[src/pkg/dra_defines.vh]
// constants for the debug register access block
// Notes on behaviour
// unit one unmasked: full 24-bit match breaks
// unit one masked: bits 23:8 match breaks
// unit zero unmasked: full 24-bit match breaks
// unit zero masked: bits 23:8, enable required
// single step breaks after every instruction
// master bit 7 resets, self-clears after
// master control write wakes from halt/sleep
// three staged write-data bytes at 13h-15h
// short writes use least significant bytes
// command at 16h follows data bytes
// command write executes operation immediately
// reads fill read bytes, writes use staged
// codes 00-07/80-87 move register groups
// 06/86 stack pointer; 08/09 set/clear mode
// code 0A exchanges main and alternate sets
// 0B/8B memory at pc, then increment
// host exchanges sets before reading alternates
// master control resets zero, bits 6:0 reserved
// match sets break flag until host clears
// breaks only at instruction boundaries; code breaks at once on a 10h write with bit 7 set
// units break only when own enable set
// unlisted command codes do nothing
// commands act only during debug break
`ifndef DRA_DEFINES_VH
`define DRA_DEFINES_VH

////////////////////////////////////////////////////////////////////////////////
// register offsets on the debug link
`define DRA_OFS_M0_LOW 7'h00
`define DRA_OFS_M0_HIGH 7'h01
`define DRA_OFS_M0_UPPER 7'h02
`define DRA_OFS_M1_LOW 7'h04
`define DRA_OFS_M1_HIGH 7'h05
`define DRA_OFS_M1_UPPER 7'h06
`define DRA_OFS_BRK_CTL 7'h10
`define DRA_OFS_MASTER 7'h11
`define DRA_OFS_WR_UPPER 7'h13
`define DRA_OFS_WR_HIGH 7'h14
`define DRA_OFS_WR_LOW 7'h15
`define DRA_OFS_COMMAND 7'h16

////////////////////////////////////////////////////////////////////////////////
// field positions
`define DRA_BRK_NEXT_BIT 7
`define DRA_BRK_EN1_BIT 4
`define DRA_BRK_EN0_BIT 3
`define DRA_BRK_IGN1_BIT 2
`define DRA_BRK_IGN0_BIT 1
`define DRA_BRK_STEP_BIT 0
`define DRA_MASTER_RESET_BIT 7

////////////////////////////////////////////////////////////////////////////////
// reset values
`define DRA_BRK_CTL_RST 8'h00
`define DRA_MASTER_RST 8'h00

////////////////////////////////////////////////////////////////////////////////
// command codes
`define DRA_CMD_RD_AF 8'h00
`define DRA_CMD_RD_PC 8'h07
`define DRA_CMD_SP_READ 8'h06
`define DRA_CMD_SET_ADL 8'h08
`define DRA_CMD_CLR_ADL 8'h09
`define DRA_CMD_EXCH 8'h0A
`define DRA_CMD_RD_MEM 8'h0B
`define DRA_CMD_WR_AF 8'h80
`define DRA_CMD_WR_PC 8'h87
`define DRA_CMD_WR_MEM 8'h8B

////////////////////////////////////////////////////////////////////////////////
// link framing
`define DRA_LINK_BITS 3'h7

`endif

[src/rtl/dra_sync.v]
// two-flop synchroniser for asynchronous pin inputs
`timescale 1ns/1ps
`default_nettype none

module dra_sync #(
   parameter W = 2
) (
   // clock and reset
   input wire clk_i,
   input wire rstn_i,
   // asynchronous in, synchronous out
   input wire [W-1:0] async_i,
   output wire [W-1:0] sync_o
);

   genvar gi;
   generate
      for (gi = 0; gi < W; gi = gi + 1) begin : g_bit
         reg meta_ff;
         reg sync_ff;
         always @(posedge clk_i or negedge rstn_i) begin
            if (!rstn_i) begin
               meta_ff <= 1'b1;
               sync_ff <= 1'b1;
            end else begin
               meta_ff <= async_i[gi];
               sync_ff <= meta_ff;
            end
         end
         assign sync_o[gi] = sync_ff;
      end
   endgenerate

endmodule // dra_sync

`default_nettype wire

[src/rtl/dra_match.v]
// one instruction address match unit
`timescale 1ns/1ps
`default_nettype none

module dra_match (
   // compare inputs
   input wire [23:0] addr_i,
   input wire [23:0] match_i,
   input wire enable_i,
   input wire ign_low_i,
   // result
   output wire hit_o
);

   wire upper_eq;
   wire low_eq;

   assign upper_eq = (addr_i[23:8] == match_i[23:8]);
   assign low_eq = (addr_i[7:0] == match_i[7:0]);
   // masked unit ignores low byte, any unit needs its enable
   assign hit_o = enable_i & upper_eq & (ign_low_i | low_eq); // see R1 see R2 see R3 see R4

endmodule // dra_match

`default_nettype wire

[src/rtl/dra_top.v]
// debug register access: serial write link, break logic, command engine
`timescale 1ns/1ps
`default_nettype none
`include "dra_defines.vh"

module dra_top (
   // clock and reset
   input wire clk_i,
   input wire rstn_i,
   // serial debug link pins
   input wire dbg_clk_i,
   input wire dbg_data_i,
   // cpu instruction flow
   input wire [23:0] instr_addr_i,
   input wire fetch_i,
   input wire instr_end_i,
   // cpu command handshake
   input wire cmd_done_i,
   input wire [23:0] rd_value_i,
   output reg cmd_valid_o,
   output reg [7:0] cmd_code_o,
   output reg [23:0] cmd_data_o,
   // cpu control
   output reg cpu_break_o,
   output reg dev_reset_o,
   input wire reset_done_i,
   output reg wake_o,
   // read data bytes
   output reg [7:0] rd_upper_o,
   output reg [7:0] rd_high_o,
   output reg [7:0] rd_low_o
);

   localparam [4:0] ST_IDLE = 5'h01;
   localparam [4:0] ST_ADDR = 5'h02;
   localparam [4:0] ST_SEP = 5'h04;
   localparam [4:0] ST_DATA = 5'h08;
   localparam [4:0] ST_SKIP = 5'h10;

   ////////////////////////////////////////////////////////////////////////////////
   // pin synchronisation and edge detection
   wire [1:0] pins_s;
   reg lclk_q_ff;
   reg ldat_q_ff;
   wire lclk_s;
   wire ldat_s;
   wire lclk_rise;
   wire frame_start;
   wire frame_stop;

   dra_sync #(.W(2)) u_sync (
      .clk_i(clk_i),
      .rstn_i(rstn_i),
      .async_i({dbg_clk_i, dbg_data_i}),
      .sync_o(pins_s)
   );

   assign lclk_s = pins_s[1];
   assign ldat_s = pins_s[0];

   always @(posedge clk_i or negedge rstn_i) begin
      if (!rstn_i) begin
         lclk_q_ff <= 1'b1;
         ldat_q_ff <= 1'b1;
      end else begin
         lclk_q_ff <= lclk_s;
         ldat_q_ff <= ldat_s;
      end
   end

   assign lclk_rise = lclk_s & ~lclk_q_ff;
   assign frame_start = lclk_s & lclk_q_ff & ldat_q_ff & ~ldat_s;
   assign frame_stop = lclk_s & lclk_q_ff & ~ldat_q_ff & ldat_s;

   ////////////////////////////////////////////////////////////////////////////////
   // link framing: address, direction, then auto-incremented bytes
   reg [4:0] state_ff;
   reg [4:0] nxt_state;
   reg [2:0] bit_cnt_ff;
   reg [2:0] nxt_bit_cnt;
   reg [7:0] shift_ff;
   reg [7:0] nxt_shift;
   reg [6:0] addr_ff;
   reg [6:0] nxt_addr;
   reg wr_en_ff;
   reg nxt_wr_en;
   reg [6:0] wr_addr_ff;
   reg [7:0] wr_byte_ff;
   wire [7:0] shifted;

   assign shifted = {shift_ff[6:0], ldat_s};

   always @* begin
      nxt_state = state_ff;
      nxt_bit_cnt = bit_cnt_ff;
      nxt_shift = shift_ff;
      nxt_addr = addr_ff;
      nxt_wr_en = 1'b0;
      if (frame_stop) begin
         nxt_state = ST_IDLE;
      end else if (frame_start) begin
         nxt_state = ST_ADDR;
         nxt_bit_cnt = 3'h0;
      end else if (lclk_rise) begin
         case (state_ff)
            ST_ADDR: begin
               nxt_shift = shifted;
               nxt_bit_cnt = bit_cnt_ff + 3'h1;
               if (bit_cnt_ff == `DRA_LINK_BITS) begin
                  nxt_addr = shifted[7:1];
                  nxt_state = shifted[0] ? ST_SKIP : ST_SEP;
               end
            end
            ST_SEP: begin
               nxt_state = ST_DATA;
               nxt_bit_cnt = 3'h0;
            end
            ST_DATA: begin
               nxt_shift = shifted;
               nxt_bit_cnt = bit_cnt_ff + 3'h1;
               if (bit_cnt_ff == `DRA_LINK_BITS) begin
                  nxt_wr_en = 1'b1;
                  nxt_addr = addr_ff + 7'h01;
                  nxt_state = ST_SEP;
               end
            end
            ST_IDLE: begin
               nxt_state = ST_IDLE;
            end
            ST_SKIP: begin
               nxt_state = ST_SKIP;
            end
            default: begin
               nxt_state = ST_IDLE;
            end
         endcase
      end
   end

   always @(posedge clk_i or negedge rstn_i) begin
      if (!rstn_i) begin
         state_ff <= ST_IDLE;
         bit_cnt_ff <= 3'h0;
         shift_ff <= 8'h00;
         addr_ff <= 7'h00;
         wr_en_ff <= 1'b0;
         wr_addr_ff <= 7'h00;
         wr_byte_ff <= 8'h00;
      end else begin
         state_ff <= nxt_state;
         bit_cnt_ff <= nxt_bit_cnt;
         shift_ff <= nxt_shift;
         addr_ff <= nxt_addr;
         wr_en_ff <= nxt_wr_en;
         if (nxt_wr_en) begin
            wr_addr_ff <= addr_ff;
            wr_byte_ff <= shifted;
         end
      end
   end

   ////////////////////////////////////////////////////////////////////////////////
   // write-only register file
   reg [23:0] match0_ff;
   reg [23:0] match1_ff;
   reg [6:0] brk_ctl_ff;
   localparam [7:0] BRK_RST = `DRA_BRK_CTL_RST;
   reg [23:0] wr_data_ff;
   wire hit0;
   wire hit1;

   always @(posedge clk_i or negedge rstn_i) begin
      if (!rstn_i) begin
         match0_ff <= 24'h000000;
         match1_ff <= 24'h000000;
         brk_ctl_ff <= BRK_RST[6:0];
         wr_data_ff <= 24'h000000;
      end else if (wr_en_ff) begin
         case (wr_addr_ff)
            `DRA_OFS_M0_LOW: match0_ff[7:0] <= wr_byte_ff;
            `DRA_OFS_M0_HIGH: match0_ff[15:8] <= wr_byte_ff;
            `DRA_OFS_M0_UPPER: match0_ff[23:16] <= wr_byte_ff;
            `DRA_OFS_M1_LOW: match1_ff[7:0] <= wr_byte_ff;
            `DRA_OFS_M1_HIGH: match1_ff[15:8] <= wr_byte_ff;
            `DRA_OFS_M1_UPPER: match1_ff[23:16] <= wr_byte_ff;
            `DRA_OFS_BRK_CTL: brk_ctl_ff <= wr_byte_ff[6:0];
            `DRA_OFS_WR_UPPER: wr_data_ff[23:16] <= wr_byte_ff;
            `DRA_OFS_WR_HIGH: wr_data_ff[15:8] <= wr_byte_ff;
            `DRA_OFS_WR_LOW: wr_data_ff[7:0] <= wr_byte_ff;
            default: begin
               match0_ff <= match0_ff;
            end
         endcase
      end
   end

   dra_match u_match0 (
      .addr_i(instr_addr_i),
      .match_i(match0_ff),
      .enable_i(brk_ctl_ff[`DRA_BRK_EN0_BIT]),
      .ign_low_i(brk_ctl_ff[`DRA_BRK_IGN0_BIT]),
      .hit_o(hit0)
   );

   dra_match u_match1 (
      .addr_i(instr_addr_i),
      .match_i(match1_ff),
      .enable_i(brk_ctl_ff[`DRA_BRK_EN1_BIT]),
      .ign_low_i(brk_ctl_ff[`DRA_BRK_IGN1_BIT]),
      .hit_o(hit1)
   );

   ////////////////////////////////////////////////////////////////////////////////
   // break flag: pending match taken at instruction end
   reg pend_ff;
   wire brk_write;
   wire brk_event;

   assign brk_write = wr_en_ff & (wr_addr_ff == `DRA_OFS_BRK_CTL);
   assign brk_event = instr_end_i & ~cpu_break_o
      & (pend_ff | (fetch_i & (hit0 | hit1)) | brk_ctl_ff[`DRA_BRK_STEP_BIT]); // see R5

   always @(posedge clk_i or negedge rstn_i) begin
      if (!rstn_i) begin
         pend_ff <= 1'b0;
         cpu_break_o <= 1'b0;
      end else begin
         if (instr_end_i) begin
            pend_ff <= 1'b0;
         end else if (fetch_i & (hit0 | hit1)) begin
            pend_ff <= 1'b1;
         end
         if (brk_event) begin
            cpu_break_o <= 1'b1;
         end else if (brk_write) begin
            cpu_break_o <= wr_byte_ff[`DRA_BRK_NEXT_BIT];
         end
      end
   end

   ////////////////////////////////////////////////////////////////////////////////
   // master control: reset request and wake
   wire mst_write;
   localparam [7:0] MST_RST = `DRA_MASTER_RST;

   assign mst_write = wr_en_ff & (wr_addr_ff == `DRA_OFS_MASTER);

   always @(posedge clk_i or negedge rstn_i) begin
      if (!rstn_i) begin
         dev_reset_o <= MST_RST[`DRA_MASTER_RESET_BIT];
         wake_o <= 1'b0;
      end else begin
         wake_o <= mst_write;
         if (mst_write & wr_byte_ff[`DRA_MASTER_RESET_BIT]) begin
            dev_reset_o <= 1'b1;
         end else if (reset_done_i) begin
            dev_reset_o <= 1'b0;
         end
      end
   end

   ////////////////////////////////////////////////////////////////////////////////
   // command engine
   reg code_ok;
   reg is_read;
   wire cmd_write;
   wire [7:0] code_in;

   assign cmd_write = wr_en_ff & (wr_addr_ff == `DRA_OFS_COMMAND);
   assign code_in = wr_byte_ff;

   always @* begin
      code_ok = 1'b0;
      is_read = 1'b0;
      if (code_in <= `DRA_CMD_RD_MEM) begin
         code_ok = 1'b1; // see R13 see R14 see R15
         is_read = (code_in <= `DRA_CMD_RD_PC) | (code_in == `DRA_CMD_RD_MEM);
      end else if ((code_in >= `DRA_CMD_WR_AF) & (code_in <= `DRA_CMD_WR_PC)) begin
         code_ok = 1'b1; // see R13
      end else if (code_in == `DRA_CMD_WR_MEM) begin
         code_ok = 1'b1;
      end
   end

   reg rd_pend_ff;

   always @(posedge clk_i or negedge rstn_i) begin
      if (!rstn_i) begin
         cmd_valid_o <= 1'b0;
         cmd_code_o <= 8'h00;
         cmd_data_o <= 24'h000000;
         rd_pend_ff <= 1'b0;
         rd_upper_o <= 8'h00;
         rd_high_o <= 8'h00;
         rd_low_o <= 8'h00;
      end else begin
         if (cmd_valid_o) begin
            if (cmd_done_i) begin
               cmd_valid_o <= 1'b0;
               if (rd_pend_ff) begin
                  rd_low_o <= rd_value_i[7:0];
                  if (cmd_code_o != `DRA_CMD_RD_MEM) begin
                     rd_upper_o <= rd_value_i[23:16];
                     rd_high_o <= rd_value_i[15:8];
                  end
               end
            end
         end else if (cmd_write & code_ok & cpu_break_o) begin
            cmd_valid_o <= 1'b1; // see R11 see R22
            cmd_code_o <= code_in;
            rd_pend_ff <= is_read;
            if (code_in == `DRA_CMD_WR_MEM) begin
               cmd_data_o <= {16'h0000, wr_data_ff[7:0]};
            end else begin
               cmd_data_o <= wr_data_ff;
            end
         end
      end
   end

endmodule // dra_top

`default_nettype wire

[config.mk]
export PLATFORM = sky130hd
export DESIGN_NAME = dra_top
export DESIGN_NICKNAME = d
export VERILOG_FILES = /design/src/rtl/dra_sync.v /design/src/rtl/dra_match.v /design/src/rtl/dra_top.v
export VERILOG_INCLUDE_DIRS = /design/src /design/src/pkg
export SDC_FILE = /design/constraint.sdc
export NUM_CORES = 1
export LEC_CHECK = 0
export ABC_AREA = 1
export BUFFER_PORTS_ARGS = -buffer_cell sky130_fd_sc_hd__buf_4
export CAP_MARGIN = 25
export CORE_MARGIN = 2
export CORE_UTILIZATION = 40
export DETAILED_ROUTE_END_ITERATION = 8
export PLACE_DENSITY = 0.6
export SETUP_SLACK_MARGIN = 0.15
export SYNTH_ARGS = -nofsm -noshare
export SYNTH_HDL_FRONTEND = slang
export SYNTH_SLANG_ARGS = --single-unit
[constraint.sdc]
create_clock -name clk_i -period 4.26 [get_ports clk_i]
set_clock_uncertainty 0.15 [all_clocks]
set_input_delay 0 -clock clk_i [delete_from_list [all_inputs] [get_ports clk_i]]
set_output_delay 0 -clock clk_i [all_outputs]
set_load 0.01 [all_outputs]
# == After elaboration in Yosys (flattened, before gate mapping) ==
# Index checks and enable logic that the tools add are counted.
# word_totals
ff_bits,183
elab_cells,158
# op_classes
n_addsub,2
order_cmp,4
eq_ne,27
muxes,32
bitwise_logic,33
n_reduce_logical,26
# ops
op,count
== test 7 x 5 -> 1 bit (second input constant),6
== test 16 bit,2
2-to-1 mux 5 bit,6
2-to-1 mux 24 bit,1
AND reduction 2 bit,11
== test 7 x 3 -> 1 bit (second input constant),3
bitwise AND 1 bit,20
one-hot mux 5 bit (4 select lines),1
2-to-1 mux 1 bit,18
== test 8 bit,2
2-to-1 mux 7 bit,2
one-hot mux 7 bit (2 select lines),1
nonzero test 2 bit,5
AND reduction 3 bit,3
== test 8 x 4 -> 1 bit (second input constant),1
== test 8 bit (second input constant),1
greater-or-equal comparator 8 bit (second input constant),1
<= comparator 8 x 3 -> 1 bit (second input constant),1
<= comparator 8 x 4 -> 1 bit (second input constant),1
<= comparator 8 bit (second input constant),1
!= test 4 bit (second input constant),2
!= test 8 x 4 -> 1 bit (second input constant),1
AND reduction 4 bit,2
adder 7 x 1 -> 7 bit (second input constant),1
17 further kinds,31

# == Longest topological paths before layout ==
# logic_depth
depth_word,9
mapped_depth,14
ltp_nobuf,14

# == Cells and area by module ==
# From an unflattened synthesis, not the netlist that was laid out.
# hier_totals
hier_cells,1033
area_unflattened_um2,8540.7
# modules_own_cells
module,instances,cells_per_inst,area_per_inst_um2
dra_top,1,783,7454.6
dra_match,2,122,483.0
dra_sync,1,6,120.1

# == Worst setup path after synthesis ==
# Ideal clock, no wire load.
# synth_path
kind,register to register
startpoint,register u_sync.g_bit[1].sync_ff
endpoint,register wr_addr_ff[3]
setup_time_ns,0.130
t_arrival_ns,1.415
required_ns,3.980
path_slack_ns,2.565
stages_incl_launch_ff,9
cell_sequence,dfstp_2 -> inv_1 -> nor2_1 -> inv_1 -> nor2_1 -> nand2_1 -> buf_2 -> nand2_1 -> o21ai_0
# synth_via
elab_chain_cells,5
# synth_lines
item,line_no,source
from (decl),dra_sync.v:20,reg sync_ff;
from (signal assigned),dra_sync.v:27,sync_ff <= meta_ff;
bitwise AND 1 bit,"dra_top.v:72, dra_top.v:73",
bitwise AND 1 bit (2 in series),dra_top.v:72,assign frame_start = lclk_s & lclk_q_ff & ldat_q_ff & ~ldat_s;
2-to-1 mux 1 bit,dra_top.v:101,end else if (frame_start) begin
2-to-1 mux 1 bit (*),dra_top.v:99,if (frame_stop) begin
to (signal assigned),dra_top.v:156,wr_addr_ff <= addr_ff;
to (decl),dra_top.v:87,reg [6:0] wr_addr_ff;
# Mark *: on every way between the ends. The rest lies on a longest branch, timed or not.
# A chain may end at the register's enable or synchronous reset.

# == Worst setup path after layout ==
# layout_path
startpoint,register state_ff[1]
endpoint,register wr_addr_ff[1]
# layout_via
elab_chain_cells,5
# layout_lines
item,line_no,source
from (decl),dra_top.v:77,reg [4:0] state_ff;
from (signal assigned),dra_top.v:150,state_ff <= nxt_state;
== test 5 x 4 -> 1 bit,dra_top.v:105,case (state_ff)
2-to-1 mux 1 bit,dra_top.v:105,
2-to-1 mux 1 bit,dra_top.v:104,end else if (lclk_rise) begin
2-to-1 mux 1 bit,dra_top.v:101,
2-to-1 mux 1 bit,dra_top.v:99,
named net nxt_wr_en,dra_top.v:86,reg nxt_wr_en;
# The timed path passes the listed nets, and every way through them passes these cells.

==> impl_metrics.json <==
{
  "status": "finished, final reports clean",
  "max_slew.worst_pin.slew_ps": 896,
  "p_leak_nw": 4.87,
  "dieArea_mm2": 0.0214,
  "grt-ovfl-total": 0,
  "clock_latency_ps": 420,
  "synth_area_mm2": 0.00809,
  "numCtsBuffers": 17,
  "synth-seq-area-share_pct": 56.7,
  "ff2ff_setup_slack_ps": 1970,
  "grt_pass1_vias": 5900,
  "gp_congestion": 0.814,
  "cap_violations": 0,
  "hold_class": "primary input to register",
  "tns_ps": 0,
  "wire_per_inst_um": 13.5,
  "h-tree-depth": 4,
  "grt_first_pass_wirelength_um": 30000,
  "regArea_mm2": 0.00459,
  "synthCells": 911,
  "fillCellCount": 1946,
  "crit_fanout": 26,
  "grt_usage_pct": 17.4,
  "post_cts_resized": 0,
  "report.final.slew_viol_count": 0,
  "chipHeight_um": 146,
  "vias_per_cell": 4.58,
  "rsz0062_at_grt": "no",
  "swShare_pct": 22.9,
  "power_density_mw_per_mm2": 351,
  "combinationalPowerShare_pct": 5.5,
  "cts_sinks": 183,
  "ir_worst_vdd_v": 0.000244,
  "multi_input_area_mm2": 0.00289,
  "pwr-share-clk_pct": 44.2,
  "num_antenna_cells": 0,
  "syn-num-nets": 970,
  "crit_required_ps": 4400,
  "port_buffers": 115,
  "drive_gt1_share_pct": 19.7,
  "crit_path_start_kind": "register",
  "drt-initial-drc-count": 463,
  "arrival_ps": 2430,
  "clock_path_buffers": 2,
  "routed_wl_um": 18000,
  "fp-row-count": 52,
  "ios": 116,
  "hpwl_um": 12400,
  "async_reset_ff_share_pct": 100,
  "clk_pin_slew_ps": 70,
  "min_period_ps": 2290,
  "ys_warn_count": 0,
  "core_area_mm2": 0.0200,
  "critical_path_class": "register to register",
  "dieWidth_um": 146,
  "hold_viol": 0,
  "post-route-period-util_pct": 53.7,
  "p_sw_mw": 0.807,
  "syn_area_per_cell_um2": 8.88,
  "clock.fmax_ghz": 0.437,
  "p_int_mw": 2.72,
  "nets": 1111,
  "cts_tree": "yes",
  "synthDistinctLibCells": 39,
  "antenna_found_initial": 0,
  "vias": 6118,
  "synth-seq-cells": 183,
  "initial_core_util_pct": 40.4,
  "drc_errors": 0,
  "dr.pass1.iters": 5,
  "synth_edf_count": 0,
  "max_slew_margin_pct": 40.3,
  "ant_nets": 0,
  "p_seq_share_pct": 50.4,
  "cts_setup_buffers": 0,
  "synthFlopType": "dfrtp_1",
  "grt_max_degree": 94,
  "end_kind": "register",
  "syn_to_final_growth_pct": 24.1,
  "root_buffer": "clkbuf_16",
  "setup_viol": 0,
  "holdWs_ps": 77.5
}
## logic make-up (layout without fill, tap and decap cells)
family	Yosys count	after routing	share of synthesized area [%]
mux	8	8	1.11
buf+inv	146	300	7.61
xor+xnor	25	25	2.71
fa+ha+maj	3	3	0.464
simple gates	365	365	19.0
flops	183	183	56.7
compound gates	181	181	12.5
## worst paths after layout
check	startpoint	to	cells past startpoint
max in group asynchronous	rstn_i	cmd_data_o[12]	3
max	state_ff[1]	wr_addr_ff[1]	6
min reg2reg	u_sync.g_bit[1].meta_ff	u_sync.g_bit[1].sync_ff	0
min	dbg_data_i	u_sync.g_bit[0].meta_ff	2
max reg2reg	state_ff[1]	wr_addr_ff[1]	6
min in group asynchronous	rstn_i	cmd_data_o[16]	2
## critical path, cell delays in order, from the launching register on
cell     delay (ps)
dfrtp_1         390
nor2_1          200
nand3_2         190
inv_1           330
nand2_1         510
inv_1           280
o21ai_0         100
## per-stage QoR
step / instance area, um2 / worst slack [ps] / utilization (%) / cells / power (mW)
global placement: 9150 / 1970 / 45.7 / 1271 / 1.98
finish: 10000 / 1970 / 50.1 / 1335 / 3.53
global route: 10000 / 1610 / 50.1 / 1335 / 3.66
CTS: 10000 / 1940 / 50.1 / 1335 / 3.56
detailed placement: 9150 / 1960 / 45.7 / 1271 / 1.98
floorplan: 8090 / 2560 / - / 911 / 1.88
## synthesized netlist by cell type (4+ instances only)
cell type | number | area share (%)
mux2_2 | 8 | 1.1
o22ai_1 | 4 | 0.31
o21ai_1 | 9 | 0.56
dfstp_2 | 7 | 2.3
xnor2_1 | 19 | 2.1
nor3_1 | 8 | 0.49
nor2_1 | 76 | 3.5
nand4_1 | 5 | 0.39
buf_2 | 6 | 0.37
buf_6 | 7 | 0.97
inv_2 | 9 | 0.42
clkbuf_1 | 13 | 0.60
o21ai_0 | 117 | 7.2
nand2_1 | 237 | 11
inv_1 | 108 | 5.0
o21ai_2 | 21 | 2.3
xor2_1 | 6 | 0.65
dfrtp_1 | 176 | 54
a21oi_1 | 24 | 1.5
nand3_1 | 20 | 1.2
## cell usage in the layout (no fill, tap or decap), types with 3 or more instances in the layout
cell and count:
clkinv_2 3, nor3_2 3, nor2_4 3, xor2_1 6, a21oi_1 24, nor4_1 3
o22ai_1 4, nand2_1 237, o21ai_2 21, dfstp_2 7, mux2_2 8, dlygate4sd3_1 32
nand4_1 5, o21ai_0 117, o21ai_1 9, inv_2 9, inv_6 4, clkinvlp_4 5
nand3_1 20, nor2_1 76, ha_1 3, clkbuf_16 17, xnor2_1 19, dfrtp_1 176
nor3_1 8, buf_4 117, inv_1 108
## timing repair
item	4_1_cts	5_1_grt
hold buffers	32	0
setup endpoints to repair	0	0
endpoints found under the hold margin	120	0
## final cells by class
class | instances | area share (%)
flip-flops and latches | 183 | 45.7
clock inverters | 14 | 1.47
clock buffers | 18 | 4.27
multi-input cells | 582 | 28.8
repair buffers | 150 | 12.0
well taps | 270 | 3.36
inverters | 118 | 4.41
## flip-flops by register name, indices dropped and copies added, names as in the netlist, 5 cells and up
name and count:
code_in 8, addr_ff 7, cmd_code_o 8, match0_ff 24, cmd_data_o 24, state_ff 5
rd_low_o 8, rd_upper_o 8, wr_data_ff 24, wr_addr_ff 7, shift_ff 7, brk_ctl_ff 5
rd_high_o 8, match1_ff 24
## routing by layer
layer  share of wire, %  global-route usage (%)  up-vias
li1                   -                       -     3174
met1                 48                    24.5     2826
met2                 47                    27.8      110
met3                4.7                    4.16        8
met4               0.49                    3.79        0
met5                  0                       0        -
## power by group through the flow
stage,registers (mW),clock network [mW],logic [mW]
6_report,1.78,1.56,0.192
5_1_grt,1.78,1.66,0.223
4_1_cts,1.78,1.59,0.197
3_5_place_dp,1.81,0,0.174
3_3_place_gp,1.81,0,0.173
2_1_floorplan,1.81,0,0.0722
Power figures use the tool's default switching activity.
